<file path="src/common/amr_pkg.sv">
// constants for the converter monitor, reference and pin control block
package amr_pkg;
  // register addresses
  localparam logic [7:0] PRIMARY_STATUS_ADDR = 8'h01;
  localparam logic [7:0] MODE_REG_THREE_ADDR = 8'h02;
  localparam logic [7:0] REF_CFG_ADDR = 8'h03;
  localparam logic [7:0] FILTER_CFG_ADDR = 8'h04;
  localparam logic [7:0] PIN_DIR_ADDR = 8'h05;
  localparam logic [7:0] PGA_ALARM_STATUS_ADDR = 8'h11;
  localparam logic [7:0] SECONDARY_STATUS_ADDR = 8'h12;
  // field positions
  localparam int SUMMARY_BIT = 4;
  localparam int REF_LOW_BIT = 3;
  localparam int CRC_BIT = 0;
  localparam int REF_NEG_LSB = 0;
  localparam int REF_POS_LSB = 2;
  localparam int REF_EN_BIT = 4;
  localparam int PIN_DAT_LSB = 0;
  localparam int PIN_CON_LSB = 4;
  localparam int FILT_ORDER_LSB = 0;
  localparam int FILT_MODE_BIT = 3;
  localparam int NUM_PINS = 4;
  localparam int NUM_ALARMS = 8;
  // reference select codes
  localparam logic [1:0] REF_SEL_INTERNAL = 2'h0;
  localparam logic [1:0] REF_SEL_SUPPLY = 2'h1;
  localparam logic [1:0] REF_SEL_EXT_A = 2'h2;
  localparam logic [1:0] REF_SEL_EXT_B = 2'h3;
  // reset values
  localparam logic [7:0] REF_CFG_RESET = 8'h05;
  localparam logic [7:0] FILTER_CFG_RESET = 8'h04;
  localparam logic [3:0] PIN_DIR_RESET = 4'hF;
  // modulator rate divider
  localparam int MOD_DIV = 8;
  localparam logic [2:0] MOD_DIV_LAST = 3'(MOD_DIV - 1);
  // filter modes and order bounds
  typedef enum logic [1:0] {
    FILT_SINC = 2'b01,
    FILT_COEF = 2'b10
  } amr_filt_mode_t;
  localparam logic [2:0] ORDER_MIN = 3'h1;
  localparam logic [2:0] ORDER_MAX = 3'h5;
endpackage

</file>
<file path="src/logic/amr_ctrl.sv">
// control and status register bank for the converter monitor block
// How it works
// - eight overload alarm inputs, four points each with low and high alarm
// - each overload alarm has its own bit in the alarm status register
// - summary flag at bit 4 is OR of overload flags and checksum error
// - overload flags latch and stay set after the condition goes away
// - reading the alarm status register clears the latched overload bits
// - summary flag drops only when overload and checksum flags are both clear
// - select code 00 picks the on-chip reference for each path
// - code 10 picks external pair a, code 11 picks external pair b
// - both reference selects reset to 01, supply and ground
// - on-chip reference enable bit resets to disabled
// - low-reference alarm at bit 3 while reference is below 0.4 V
// - low-reference alarm is read-only, clears at first conversion after fault
// - four pin data bits in mode register three, readable and writable
// - each pin function connects to its pin only while its connect bit is 1
// - direction bit 1 makes a pin input, 0 makes it output
// - reading an output pin returns the written value, not the pin level
// - two pins shared with external reference pair b, two dedicated
// - modulator runs at master clock divided by 8 giving a bit stream
// - sinc mode offers orders one to five, rates 2.5 SPS to 40 kSPS
// - coefficient mode gives single-cycle settled data at 2.5 to 20 SPS
//
// Our own choice: strobed register access.
`timescale 1ns/100ps
module amr_ctrl (
  input wire logic sys_clk_i,
  input wire logic rst_i,
  input wire logic [7:0] addr_i,
  input wire logic [7:0] wdata_i,
  input wire logic wr_i,
  input wire logic rd_i,
  output logic [7:0] rdata_o,
  input wire logic [7:0] pga_alarm_i,
  input wire logic crc_error_i,
  input wire logic crc_error_clear_i,
  input wire logic ref_below_min_i,
  input wire logic conv_done_i,
  input wire logic [3:0] pin_in_i,
  output logic [3:0] pin_out_o,
  output logic [3:0] pin_oe_o,
  output logic [1:0] ref_pos_select_o,
  output logic [1:0] ref_neg_select_o,
  output logic [3:0] ref_route_pos_o,
  output logic [3:0] ref_route_neg_o,
  output logic int_ref_enable_o,
  output logic ext_ref_b_claimed_o,
  output logic mod_clk_en_o,
  output logic [1:0] filter_mode_o,
  output logic [2:0] filter_order_o,
  output logic pga_crc_summary_flag_o,
  output logic ref_low_alarm_o
);

  // ******************************
  // decode helpers
  // ******************************
  function automatic logic hit(input logic [7:0] a, input logic [7:0] target);
    hit = (a == target);
  endfunction

  // one-hot reference route: bit0 internal, bit1 supply, bit2 ext a, bit3 ext b
  function automatic logic [3:0] ref_route(input logic [1:0] sel);
    case (sel)
      amr_pkg::REF_SEL_INTERNAL: ref_route = 4'h1;
      amr_pkg::REF_SEL_SUPPLY: ref_route = 4'h2;
      amr_pkg::REF_SEL_EXT_A: ref_route = 4'h4;
      default: ref_route = 4'h8;
    endcase
  endfunction

  function automatic logic [2:0] clamp_order(input logic [2:0] o);
    if (o < amr_pkg::ORDER_MIN) begin
      clamp_order = amr_pkg::ORDER_MIN;
    end else if (o > amr_pkg::ORDER_MAX) begin
      clamp_order = amr_pkg::ORDER_MAX;
    end else begin
      clamp_order = o;
    end
  endfunction

  logic wr_ref, wr_mode_reg_three, wr_filt, wr_dir, rd_alarm;
  assign wr_ref = wr_i && hit(addr_i, amr_pkg::REF_CFG_ADDR);
  assign wr_mode_reg_three = wr_i && hit(addr_i, amr_pkg::MODE_REG_THREE_ADDR);
  assign wr_filt = wr_i && hit(addr_i, amr_pkg::FILTER_CFG_ADDR);
  assign wr_dir = wr_i && hit(addr_i, amr_pkg::PIN_DIR_ADDR);
  assign rd_alarm = rd_i && hit(addr_i, amr_pkg::PGA_ALARM_STATUS_ADDR);

  // ******************************
  // overload alarms and summary
  // ******************************
  logic [7:0] alarm_q;
  logic crc_q;
  logic ref_low_q;

  genvar g;
  generate
    for (g = 0; g < amr_pkg::NUM_ALARMS; g++) begin : g_alarm
      always_ff @(posedge sys_clk_i) begin
        if (rst_i) begin
          alarm_q[g] <= 1'b0;
        end else if (pga_alarm_i[g]) begin
          alarm_q[g] <= 1'b1;
        end else if (rd_alarm) begin
          alarm_q[g] <= 1'b0;
        end
      end
    end
  endgenerate

  // checksum error flag, set wins over clear
  always_ff @(posedge sys_clk_i) begin
    if (rst_i) begin
      crc_q <= 1'b0;
    end else if (crc_error_i) begin
      crc_q <= 1'b1;
    end else if (crc_error_clear_i) begin
      crc_q <= 1'b0;
    end
  end

  logic summary_d;
  assign summary_d = (|alarm_q) | crc_q;

  always_ff @(posedge sys_clk_i) begin
    if (rst_i) begin
      pga_crc_summary_flag_o <= 1'b0;
    end else begin
      pga_crc_summary_flag_o <= summary_d;
    end
  end

  // ******************************
  // reference monitor
  // ******************************
  // set while reference low
  // clears at conversion after fault ends
  always_ff @(posedge sys_clk_i) begin
    if (rst_i) begin
      ref_low_q <= 1'b0;
    end else if (ref_below_min_i) begin
      ref_low_q <= 1'b1;
    end else if (conv_done_i) begin
      ref_low_q <= 1'b0;
    end
  end

  always_ff @(posedge sys_clk_i) begin
    if (rst_i) begin
      ref_low_alarm_o <= 1'b0;
    end else begin
      ref_low_alarm_o <= ref_low_q;
    end
  end

  // ******************************
  // reference configuration
  // ******************************
  logic [1:0] ref_pos_q, ref_neg_q;
  logic ref_en_q;

  always_ff @(posedge sys_clk_i) begin
    if (rst_i) begin
      ref_pos_q <= amr_pkg::REF_CFG_RESET[amr_pkg::REF_POS_LSB +: 2];
      ref_neg_q <= amr_pkg::REF_CFG_RESET[amr_pkg::REF_NEG_LSB +: 2];
      ref_en_q <= amr_pkg::REF_CFG_RESET[amr_pkg::REF_EN_BIT];
    end else if (wr_ref) begin
      ref_pos_q <= wdata_i[amr_pkg::REF_POS_LSB +: 2];
      ref_neg_q <= wdata_i[amr_pkg::REF_NEG_LSB +: 2];
      ref_en_q <= wdata_i[amr_pkg::REF_EN_BIT];
    end
  end

  always_ff @(posedge sys_clk_i) begin
    if (rst_i) begin
      ref_pos_select_o <= amr_pkg::REF_SEL_SUPPLY;
      ref_neg_select_o <= amr_pkg::REF_SEL_SUPPLY;
      ref_route_pos_o <= ref_route(amr_pkg::REF_SEL_SUPPLY);
      ref_route_neg_o <= ref_route(amr_pkg::REF_SEL_SUPPLY);
      int_ref_enable_o <= 1'b0;
    end else begin
      ref_pos_select_o <= ref_pos_q;
      ref_neg_select_o <= ref_neg_q;
      ref_route_pos_o <= ref_route(ref_pos_q);
      ref_route_neg_o <= ref_route(ref_neg_q);
      int_ref_enable_o <= ref_en_q;
    end
  end

  // ******************************
  // general-purpose pins
  // ******************************
  logic [3:0] pin_dat_q, pin_con_q, pin_dir_q;

  always_ff @(posedge sys_clk_i) begin
    if (rst_i) begin
      pin_dat_q <= 4'h0;
      pin_con_q <= 4'h0;
    end else if (wr_mode_reg_three) begin
      pin_dat_q <= wdata_i[amr_pkg::PIN_DAT_LSB +: amr_pkg::NUM_PINS];
      pin_con_q <= wdata_i[amr_pkg::PIN_CON_LSB +: amr_pkg::NUM_PINS];
    end
  end

  always_ff @(posedge sys_clk_i) begin
    if (rst_i) begin
      pin_dir_q <= amr_pkg::PIN_DIR_RESET;
    end else if (wr_dir) begin
      pin_dir_q <= wdata_i[amr_pkg::NUM_PINS-1:0];
    end
  end

  always_ff @(posedge sys_clk_i) begin
    if (rst_i) begin
      pin_out_o <= 4'h0;
      pin_oe_o <= 4'h0;
    end else begin
      pin_out_o <= pin_dat_q;
      pin_oe_o <= pin_con_q & ~pin_dir_q;
    end
  end

  // pins 2 and 3 shared with reference pair b
  always_ff @(posedge sys_clk_i) begin
    if (rst_i) begin
      ext_ref_b_claimed_o <= 1'b0;
    end else begin
      ext_ref_b_claimed_o <= |pin_con_q[3:2];
    end
  end

  logic [3:0] pin_rd;
  // output pins read back the written value
  assign pin_rd = (pin_dir_q & pin_con_q & pin_in_i) | (~pin_dir_q & pin_dat_q);

  // ******************************
  // modulator rate and filter mode
  // ******************************
  logic [2:0] div_q;
  always_ff @(posedge sys_clk_i) begin
    if (rst_i) begin
      div_q <= 3'h0;
      mod_clk_en_o <= 1'b0;
    end else begin
      div_q <= (div_q == amr_pkg::MOD_DIV_LAST) ? 3'h0 : div_q + 3'h1;
      mod_clk_en_o <= (div_q == amr_pkg::MOD_DIV_LAST);
    end
  end

  logic filt_coef_q;
  logic [2:0] order_q;
  always_ff @(posedge sys_clk_i) begin
    if (rst_i) begin
      filt_coef_q <= amr_pkg::FILTER_CFG_RESET[amr_pkg::FILT_MODE_BIT];
      order_q <= amr_pkg::FILTER_CFG_RESET[amr_pkg::FILT_ORDER_LSB +: 3];
    end else if (wr_filt) begin
      filt_coef_q <= wdata_i[amr_pkg::FILT_MODE_BIT];
      order_q <= clamp_order(wdata_i[amr_pkg::FILT_ORDER_LSB +: 3]);
    end
  end

  always_ff @(posedge sys_clk_i) begin
    if (rst_i) begin
      filter_mode_o <= amr_pkg::FILT_SINC;
      filter_order_o <= amr_pkg::FILTER_CFG_RESET[amr_pkg::FILT_ORDER_LSB +: 3];
    end else begin
      filter_mode_o <= filt_coef_q ? amr_pkg::FILT_COEF : amr_pkg::FILT_SINC;
      filter_order_o <= order_q;
    end
  end

  // ******************************
  // register read port
  // ******************************
  logic [7:0] rd_mux;
  always_comb begin
    rd_mux = 8'h00;
    case (addr_i)
      amr_pkg::PRIMARY_STATUS_ADDR: begin
        rd_mux[amr_pkg::SUMMARY_BIT] = summary_d;
        rd_mux[amr_pkg::REF_LOW_BIT] = ref_low_q;
      end
      amr_pkg::PGA_ALARM_STATUS_ADDR: rd_mux = alarm_q;
      amr_pkg::SECONDARY_STATUS_ADDR: rd_mux[amr_pkg::CRC_BIT] = crc_q;
      amr_pkg::MODE_REG_THREE_ADDR: rd_mux = {pin_con_q, pin_rd};
      amr_pkg::REF_CFG_ADDR: rd_mux = {3'h0, ref_en_q, ref_pos_q, ref_neg_q};
      amr_pkg::FILTER_CFG_ADDR: rd_mux = {4'h0, filt_coef_q, order_q};
      amr_pkg::PIN_DIR_ADDR: rd_mux = {4'h0, pin_dir_q};
      default: rd_mux = 8'h00;
    endcase
  end

  always_ff @(posedge sys_clk_i) begin
    if (rst_i) begin
      rdata_o <= 8'h00;
    end else if (rd_i) begin
      rdata_o <= rd_mux;
    end else begin
      rdata_o <= 8'h00;
    end
  end

  // ******************************
  // checks
  // ******************************
  a_alarm_latch_hold: assert property (@(posedge sys_clk_i) disable iff (rst_i)
    (|pga_alarm_i) && !rd_alarm |=> (alarm_q & $past(pga_alarm_i)) == $past(pga_alarm_i))
    else $error("alarm not latched");
  a_alarm_read_clear: assert property (@(posedge sys_clk_i) disable iff (rst_i)
    rd_alarm && !(|pga_alarm_i) |=> alarm_q == 8'h00)
    else $error("alarm not cleared by read");
  a_alarm_set_wins: assert property (@(posedge sys_clk_i) disable iff (rst_i)
    rd_alarm && (|pga_alarm_i) |=> (alarm_q & $past(pga_alarm_i)) == $past(pga_alarm_i))
    else $error("set lost to clear");
  a_summary_or: assert property (@(posedge sys_clk_i) disable iff (rst_i)
    ##1 pga_crc_summary_flag_o == $past(|alarm_q | crc_q))
    else $error("summary mismatch");
  a_summary_hold: assert property (@(posedge sys_clk_i) disable iff (rst_i)
    crc_q |=> pga_crc_summary_flag_o)
    else $error("summary dropped with checksum flag set");
  a_ref_low_hold: assert property (@(posedge sys_clk_i) disable iff (rst_i)
    ref_low_q && !conv_done_i |=> ref_low_q)
    else $error("ref alarm cleared without conversion");
  a_ref_low_set: assert property (@(posedge sys_clk_i) disable iff (rst_i)
    ref_below_min_i |=> ##1 ref_low_alarm_o)
    else $error("ref alarm not raised");
  a_pin_drive: assert property (@(posedge sys_clk_i) disable iff (rst_i)
    !pin_con_q[0] |=> !pin_oe_o[0])
    else $error("unconnected pin driven");
  a_pin_readback: assert property (@(posedge sys_clk_i) disable iff (rst_i)
    rd_i && hit(addr_i, amr_pkg::MODE_REG_THREE_ADDR) && !pin_dir_q[1]
    |=> rdata_o[1] == $past(pin_dat_q[1]))
    else $error("output pin readback wrong");
  a_mod_rate: assert property (@(posedge sys_clk_i) disable iff (rst_i)
    mod_clk_en_o |=> !mod_clk_en_o [*7] ##1 mod_clk_en_o)
    else $error("modulator rate not divide by eight");
  a_ref_route: assert property (@(posedge sys_clk_i) disable iff (rst_i)
    ref_pos_q == amr_pkg::REF_SEL_INTERNAL |=> ref_route_pos_o == 4'h1)
    else $error("internal reference not routed");
  a_ext_route: assert property (@(posedge sys_clk_i) disable iff (rst_i)
    ref_neg_q == amr_pkg::REF_SEL_EXT_B |=> ref_route_neg_o == 4'h8)
    else $error("reference pair b not routed");
  a_summary_drop: assert property (@(posedge sys_clk_i) disable iff (rst_i)
    !(|alarm_q) && !crc_q |=> !pga_crc_summary_flag_o)
    else $error("summary stuck with all flags clear");
  a_ref_low_clear: assert property (@(posedge sys_clk_i) disable iff (rst_i)
    conv_done_i && !ref_below_min_i |=> !ref_low_q)
    else $error("ref alarm not cleared by conversion");
  a_pin_input_dir: assert property (@(posedge sys_clk_i) disable iff (rst_i)
    pin_dir_q[2] |=> !pin_oe_o[2])
    else $error("input pin driven");
  a_pin_input_read: assert property (@(posedge sys_clk_i) disable iff (rst_i)
    rd_i && hit(addr_i, amr_pkg::MODE_REG_THREE_ADDR) && pin_dir_q[0] && pin_con_q[0]
    |=> rdata_o[0] == $past(pin_in_i[0]))
    else $error("input pin readback wrong");
  a_rdata_idle: assert property (@(posedge sys_clk_i) disable iff (rst_i)
    !rd_i |=> rdata_o == 8'h00)
    else $error("read data outside read cycle");
endmodule

</file>
<file path="config.mk">
export PLATFORM = sky130hd
export DESIGN_NAME = amr_ctrl
export DESIGN_NICKNAME = d
export VERILOG_FILES = /design/src/common/amr_pkg.sv /design/src/logic/amr_ctrl.sv
export SDC_FILE = /design/constraint.sdc
export NUM_CORES = 1
export LEC_CHECK = 0
export BUFFER_PORTS_ARGS = -buffer_cell sky130_fd_sc_hd__buf_2
export CAP_MARGIN = 20
export CORE_AREA = 2 2 81 102
export DETAILED_ROUTE_END_ITERATION = 16
export DIE_AREA = 0 0 83 104
export SYNTH_ARGS = -nofsm -noshare
export SYNTH_HDL_FRONTEND = slang
export SYNTH_SLANG_ARGS = --single-unit
</file>
<file path="constraint.sdc">
create_clock -name sys_clk_i -period 1.5 [get_ports sys_clk_i]
set_clock_uncertainty 0.15 [all_clocks]
set_input_delay 0.3 -clock sys_clk_i [delete_from_list [all_inputs] [get_ports sys_clk_i]]
set_output_delay 0.3 -clock sys_clk_i [all_outputs]
set_load 0.01 [all_outputs]
</file>
==> flow_summary.json, run 1 <==
{
  "power.switching_mw": 0.834,
  "power_frac_seq_pct": 50.7,
  "grt_max_degree": 37,
  "grt_pass1_vias": 2127,
  "p_sw_share_pct": 21.5,
  "fp.dieH_um": 104,
  "dp.cells": 438,
  "diodes": 0,
  "final_common_cell": "buf_2",
  "drive_above_1_share_pct": 35.8,
  "insertion_delay_ns": 0.35,
  "yosys.cell_types.count": 47,
  "numPortBuffers": 73,
  "synthCells": 254,
  "post-route-period-util_pct": 94.9,
  "final_cell_mix": "buf_2 (73), dfxtp_1 (72), nor2_1 (45)",
  "worst_pin_slew_ns": 0.371,
  "clk_pin_slew_worst_paths_ns": 0.07,
  "rows": 36,
  "avgSynthCellArea_um2": 10.3,
  "muxShareOfSynthArea_pct": 6.75,
  "slew_headroom_pct": 75.2,
  "r2r_setup_slack_ns": 0.08,
  "antenna_found_initial": 0,
  "die_area_mm2": 0.00863,
  "gp_congestion": 0.810,
  "power.total_mw": 3.87,
  "vdd_drop_max_mv": 0.495,
  "core_area_mm2": 0.00770,
  "p_comb_share_pct": 6.1,
  "cts_buffers": 9,
  "synth_top_family_by_area": "simple AND/OR/NAND/NOR gates",
  "grt_first_pass_wirelength_um": 10300,
  "cts.sinks": 72,
  "p_int_mw": 3.04,
  "drt-initial-drc-count": 96,
  "finalSetupViolCount": 0,
  "wl_per_cell_um": 13.9,
  "hold_viol_final": 0,
  "avgViaCountPerCell": 4.80,
  "h-tree-depth": 3,
  "tns_ns": 0,
  "wl_um": 6310,
  "antenna_left": 0,
  "first_pass_iters": 4,
  "cp_data_required_time_ns": 1.57,
  "crit_path_end_kind": "flop",
  "synth-async-reset-ratio_pct": 0,
  "critical_path.max_fanout": 5,
  "regToRegEndpoint": "rdata_o[2]$_SDFF_PP0_",
  "hpwl_um": 4710,
  "synthesis.nets": 292,
  "reg2reg_depth": 3,
  "cts_buffer_depth": 2,
  "outcome": "complete, no violations",
  "syn2layout_area_growth_pct": 33.7,
  "clkPwrFrac_pct": 43.2,
  "ys_ff_latch": 72,
  "power_density_mw_per_mm2": 1110,
  "criticalPathCategory": "flop to flop",
  "synth-xor-area-share_pct": 0.335,
  "rsz0062_at_grt": "no",
  "whs_path_depth": 3,
  "grt_use_total_pct": 15.3,
  "maxCapViolCount": 0,
  "synth_area_mm2": 0.00261,
  "synth_edf_count": 0,
  "ys_seq_area_share_pct": 55.2,
  "hold-path-endpoint": "alarm_q[1]$_SDFFE_PP0P_",
  "cts_tree": "done",
  "io_pins": 74,
  "num_vias": 2185,
  "power_leakage_nw": 1.61,
  "timing_max_transition_violations_final": 0,
  "drc": 0,
  "min_from": "pga_alarm_i[1]",
  "root_buffer": "clkbuf_8",
  "instances_no_fill": 455,
  "synth_compound_area_share_pct": 9.91,
  "start_util_pct": 33.9,
  "synthFlopType": "dfxtp_1",
  "max_freq_mhz": 702,
  "min_period_ns": 1.42,
  "grt-ovfl-total": 0,
  "cp.arrival_ns": 1.50,
  "worstSetupStartpointType": "flop",
  "yosys_warnings": 0,
  "synth-simple-area-share_pct": 24.4,
  "hold_path_class": "primary input to flop",
  "die_w_um": 83,
  "r2r_start": "pin_dir_q[2]$_SDFFE_PP1P_",
  "nets": 393,
  "synthAdderAreaFrac_pct": 0.958
}
-- per-stage QoR --
step,cell area [um^2],worst slack (ns),utilization [%],hold slack (ns)
3_3_place_gp,3260,-0.222,42.4,0.269
5_1_grt,3490,0.00967,45.4,0.0119
2_1_floorplan,2630,-0.129,-,0.233
3_5_place_dp,3260,-0.234,42.4,0.277
4_1_cts,3490,0.0650,45.3,0.00109
6_report,3490,0.0763,45.4,0.00803
-- worst max-delay path by stage --
stage                                    startpoint                         to  slack (ns)
after global placement                    addr_i[6]  pin_dir_q[3]$_SDFFE_PP1P_       -0.22
after global routing        alarm_q[4]$_SDFFE_PP0P_      rdata_o[4]$_SDFF_PP0_        0.01
after CTS                 pin_dir_q[2]$_SDFFE_PP1P_      rdata_o[2]$_SDFF_PP0_        0.07
final                     pin_dir_q[2]$_SDFFE_PP1P_      rdata_o[2]$_SDFF_PP0_        0.08
after floorplan                           addr_i[6]  ref_pos_q[0]$_SDFFE_PP1P_       -0.13
after detailed placement                  addr_i[6]    order_q[1]$_SDFFE_PP0P_       -0.23
-- synth_stat cells (2+ instances only) --
cell type | count | share of area, %
a211o_2 | 2 | 0.77
a21oi_1 | 16 | 3.1
a222oi_1 | 2 | 0.77
a22oi_1 | 4 | 1.1
a31oi_1 | 2 | 0.48
and2_1 | 3 | 0.72
buf_1 | 2 | 0.29
clkbuf_1 | 4 | 0.57
dfxtp_1 | 72 | 55
ha_1 | 2 | 0.96
inv_1 | 10 | 1.4
mux2_2 | 5 | 2.2
mux2i_1 | 12 | 4.6
nand2_1 | 5 | 0.72
nand2b_1 | 2 | 0.48
nand3_1 | 4 | 0.77
nand4_1 | 2 | 0.48
nor2_1 | 45 | 6.5
nor2b_1 | 15 | 3.6
nor3_1 | 7 | 1.3
nor3b_1 | 6 | 1.7
nor4b_2 | 2 | 1.1
o21ai_0 | 4 | 0.77
o2bb2ai_1 | 2 | 0.67
or2_2 | 2 | 0.48
-- cell type report --
type                    instances  area, um^2
fillers                       764        4210
flip-flops and latches         72        1440
multi-input cells             165        1120
repair buffers                 97         561
clock buffers                  13         149
well taps                      95         119
clock inverters                 3        65.1
inverters                      10        37.5
-- sequential cells by signal, summed over array words and instances (netlist names), 2 cells and up --
name,count
ref_route_pos_o,4
rdata_o,8
ref_neg_q,2
pin_dir_q,4
order_q,3
pin_out_o,4
ref_route_neg_o,4
filter_order_o,3
ref_pos_select_o,2
alarm_q,8
div_q,3
pin_con_q,4
pin_dat_q,4
ref_pos_q,2
filter_mode_o,2
pin_oe_o,4
ref_neg_select_o,2
-- worst max-delay path, stage by stage (launching register included) --
cell       delay (ns)
dfxtp_1          0.36
mux2_2           0.28
a222oi_1         0.39
o2bb2ai_1        0.12
-- routing by layer --
| layer | wire (um) | vias up | track usage, % | share of wire (%) |
|---|---|---|---|---|
| met5 | 0 | - | 0 | 0 |
| met4 | 127 | 0 | 7.03 | 2.0 |
| met3 | 280 | 12 | 4.52 | 4.4 |
| met2 | 3150 | 53 | 25.7 | 50 |
| met1 | 2750 | 1028 | 17.8 | 44 |
| li1 | - | 1092 | - | - |
-- repair_timing --
| item | 4_1_cts | 5_1_grt |
|---|---|---|
| setup endpoints to repair | 0 | 1 |
| hold buffers | 1 | 0 |
| gates resized for setup | 0 | 1 |
| endpoints found under the hold margin | 1 | 0 |
| buffers inserted | 0 | 0 |
-- power by group through the flow --
stage / Clock (mW) / Combinational (mW) / Sequential [mW]
floorplan: 0 / 0.102 / 2.00
global placement: 0 / 0.231 / 2.00
detailed placement: 0 / 0.234 / 2.01
CTS: 1.70 / 0.237 / 1.96
global route: 1.80 / 0.261 / 1.97
finish: 1.67 / 0.236 / 1.96
-- logic make-up (layout without fill, tap and decap cells) --
kind of cell	after synthesis	count (layout)
and+or+nand+nor	106	106
DFF	72	72
AOI/OAI and AO/OA	39	39
muxes	17	17
buffers and inverters	17	123
adders and majority gates	2	2
xor gates and xnor gates	1	1
Power figures use the tool's default switching activity.
==> run 2: changes to the inputs <==
--- a/config.mk
+++ b/config.mk
@@ -5,11 +5,12 @@
 export SDC_FILE = /design/constraint.sdc
 export NUM_CORES = 1
 export LEC_CHECK = 0
+export ABC_AREA = 1
 export BUFFER_PORTS_ARGS = -buffer_cell sky130_fd_sc_hd__buf_2
 export CAP_MARGIN = 20
-export CORE_AREA = 2 2 81 102
+export CORE_AREA = 2 2 82 104
 export DETAILED_ROUTE_END_ITERATION = 16
-export DIE_AREA = 0 0 83 104
+export DIE_AREA = 0 0 84 106
 export SYNTH_ARGS = -nofsm -noshare
 export SYNTH_HDL_FRONTEND = slang
 export SYNTH_SLANG_ARGS = --single-unit
==> run 2 against run 1 <==
  * Die area up 3.2%
  * Largest cell class unchanged
  * Fmax increased by 12%
  * Critical path type is now flop to primary output
  * Combinational power is 2% higher
  * Worst setup slack better by 0.15 ns
  * Cell area increased by 2.2%
  * Flip-flop and latch count unchanged
==> flow_summary.json, run 2 <==
{
  "rsz0062_at_grt": "no",
  "grt_use_total_pct": 16.0,
  "cts_buffers": 9,
  "yosys_warnings": 0,
  "drive_above_1_share_pct": 31.3,
  "cts.repair.resized": 0,
  "grtUsageMet1_pct": 18.2,
  "insertion_delay_ns": 0.35,
  "synth_common_cells": "dfxtp_1 (72), nor2_1 (70), nand2_1 (44), inv_1 (34), nand3_1 (32)",
  "power_density_mw_per_mm2": 1070,
  "hold_viol_final": 0,
  "syn2layout_area_growth_pct": 31.1,
  "core_area_mm2": 0.00801,
  "h-tree-depth": 3,
  "tns_ns": 0,
  "min_period_ns": 1.27,
  "post-route-period-util_pct": 85.0,
  "io_pins": 74,
  "avgViaCountPerCell": 4.48,
  "ys_ff_latch": 72,
  "reg_top3": "alarm_q: 8 flops, rdata_o: 8 flops",
  "critical_path.max_fanout": 1,
  "criticalPathCategory": "flop to primary output",
  "ys_seq_area_share_pct": 52.9,
  "cts_buffer_depth": 2,
  "synthesis.nets": 377,
  "root_buffer": "clkbuf_8",
  "nets": 474,
  "synth_edf_count": 0,
  "use_met2_pct": 27.5,
  "synthCells": 339,
  "cts_tree": "done",
  "grt_max_degree": 28,
  "synth_area_mm2": 0.00272,
  "cp.arrival_ns": 0.82,
  "final_cell_mix": "buf_2 (73), dfxtp_1 (72), nor2_1 (70)",
  "grt_pass1_vias": 2421,
  "avgSynthCellArea_um2": 8.03,
  "wl_per_cell_um": 12.5,
  "synth.most_common_cell": "dfxtp_1",
  "hpwl_um": 5150,
  "cts.sinks": 72,
  "ys_top_cells_by_area": "dfxtp_1 (53%), nor2_1 (9.6%), nand2_1 (6.1%)",
  "fin_hold_ws_ns": 0.0135,
  "worst_pin_slew_ns": 0.339,
  "wl_um": 6750,
  "max_freq_mhz": 784,
  "cp_cell_sequence": "buf_2",
  "r2r_setup_slack_ns": 0.32,
  "dpl-instance-area_mm2": 0.00328,
  "final_core_util_pct": 44.6,
  "grt_first_pass_wirelength_um": 11000,
  "finalSetupViolCount": 0,
  "max_stage_delay_ns": 0.34,
  "timing_max_transition_violations_final": 0,
  "synthFlopType": "dfxtp_1",
  "path_buf_inv": 1,
  "synth_top_area_share_pct": 52.9,
  "slew_headroom_pct": 77.4,
  "cp_data_required_time_ns": 1.05,
  "drt-initial-drc-count": 94,
  "yosys.cell_types.count": 28,
  "antenna_found_initial": 0,
  "power_leakage_nw": 1.71,
  "fp.dieH_um": 106,
  "start_util_pct": 34.0,
  "worstSetupStartpointType": "flop",
  "use_met3_pct": 5.12,
  "power.total_mw": 3.83,
  "gp_congestion": 0.775,
  "diodes": 0,
  "num_vias": 2412,
  "die_area_mm2": 0.00890,
  "first_pass_iters": 4,
  "final_common_cell": "buf_2",
  "maxCapViolCount": 0,
  "rows": 37,
  "yosys.area.top_type": "dfxtp_1",
  "grt-ovfl-total": 0,
  "vdd_drop_max_mv": 0.501,
  "crit_path_end_kind": "primary output",
  "final_area_mm2": 0.00357,
  "hold_path_class": "primary input to flop",
  "grt_busiest_layer": "met2",
  "outcome": "complete, no violations",
  "cp_top_family": "flip-flops",
  "synth-async-reset-ratio_pct": 0,
  "clk_pin_slew_worst_paths_ns": 0.07,
  "cpMaxStageDelayCell": "dfxtp_1",
  "antenna_left": 0,
  "drc": 0,
  "numPortBuffers": 73,
  "die_w_um": 84
}
## run 2: final cells by class
type / count / area, um^2
Clock inverter: 4 / 51.3
Timing Repair Buffer: 93 / 546
Fill cell: 812 / 4440
Clock buffer: 12 / 165
Inverter: 44 / 165
Sequential cell: 72 / 1440
Multi-Input combinational cell: 216 / 1080
Tap cell: 97 / 121
## run 2: where the power goes
| group | total, mW | internal (mW) | switching (mW) |
|---|---|---|---|
| registers | 1.96 | 1.94 | 0.0226 |
| clock network | 1.63 | 0.904 | 0.725 |
| logic | 0.241 | 0.106 | 0.135 |
| total | 3.83 | 2.95 | 0.883 |
## run 2: repair_timing
action,CTS,global route
endpoints found under the hold margin,6,0
hold buffers,7,0
setup buffers,0,0
## run 2: path summary, 6_finish.rpt
| check | from | endpoint | depth (start not counted) |
|---|---|---|---|
| max | pin_oe_o[0]$_SDFF_PP0_ | pin_oe_o[0] | 1 |
| min | pga_alarm_i[3] | alarm_q[3]$_SDFFE_PP0P_ | 3 |
| max reg2reg | alarm_q[3]$_SDFFE_PP0P_ | rdata_o[4]$_SDFF_PP0_ | 6 |
| min reg2reg | div_q[0]$_SDFF_PP0_ | div_q[0]$_SDFF_PP0_ | 1 |
## run 2: logic make-up (layout without fill, tap and decap cells)
kind of cell / count (synthesis) / after routing / synth area share, %
AND/OR/NAND/NOR: 168 / 168 / 28.5
flip-flops: 72 / 72 / 52.9
buffers and inverters: 51 / 153 / 7.40
AO/OA/AOI/OAI: 45 / 45 / 9.97
adder cells (fa/ha/maj): 2 / 2 / 0.919
XOR/XNOR: 1 / 1 / 0.322
## run 2: per-layer routing
metal / wire, um / vias up
li1: - / 1258
met1: 2860 / 1091
met2: 3430 / 55
met3: 330 / 8
met4: 123 / 0
met5: 0 / -
## run 2: through the flow
step / worst slack (ns) / instances
after floorplan: 0.205 / 339
after global placement: 0.0190 / 515
after detailed placement: -0.00108 / 515
after CTS: 0.221 / 538
after global routing: 0.184 / 538
final: 0.225 / 538
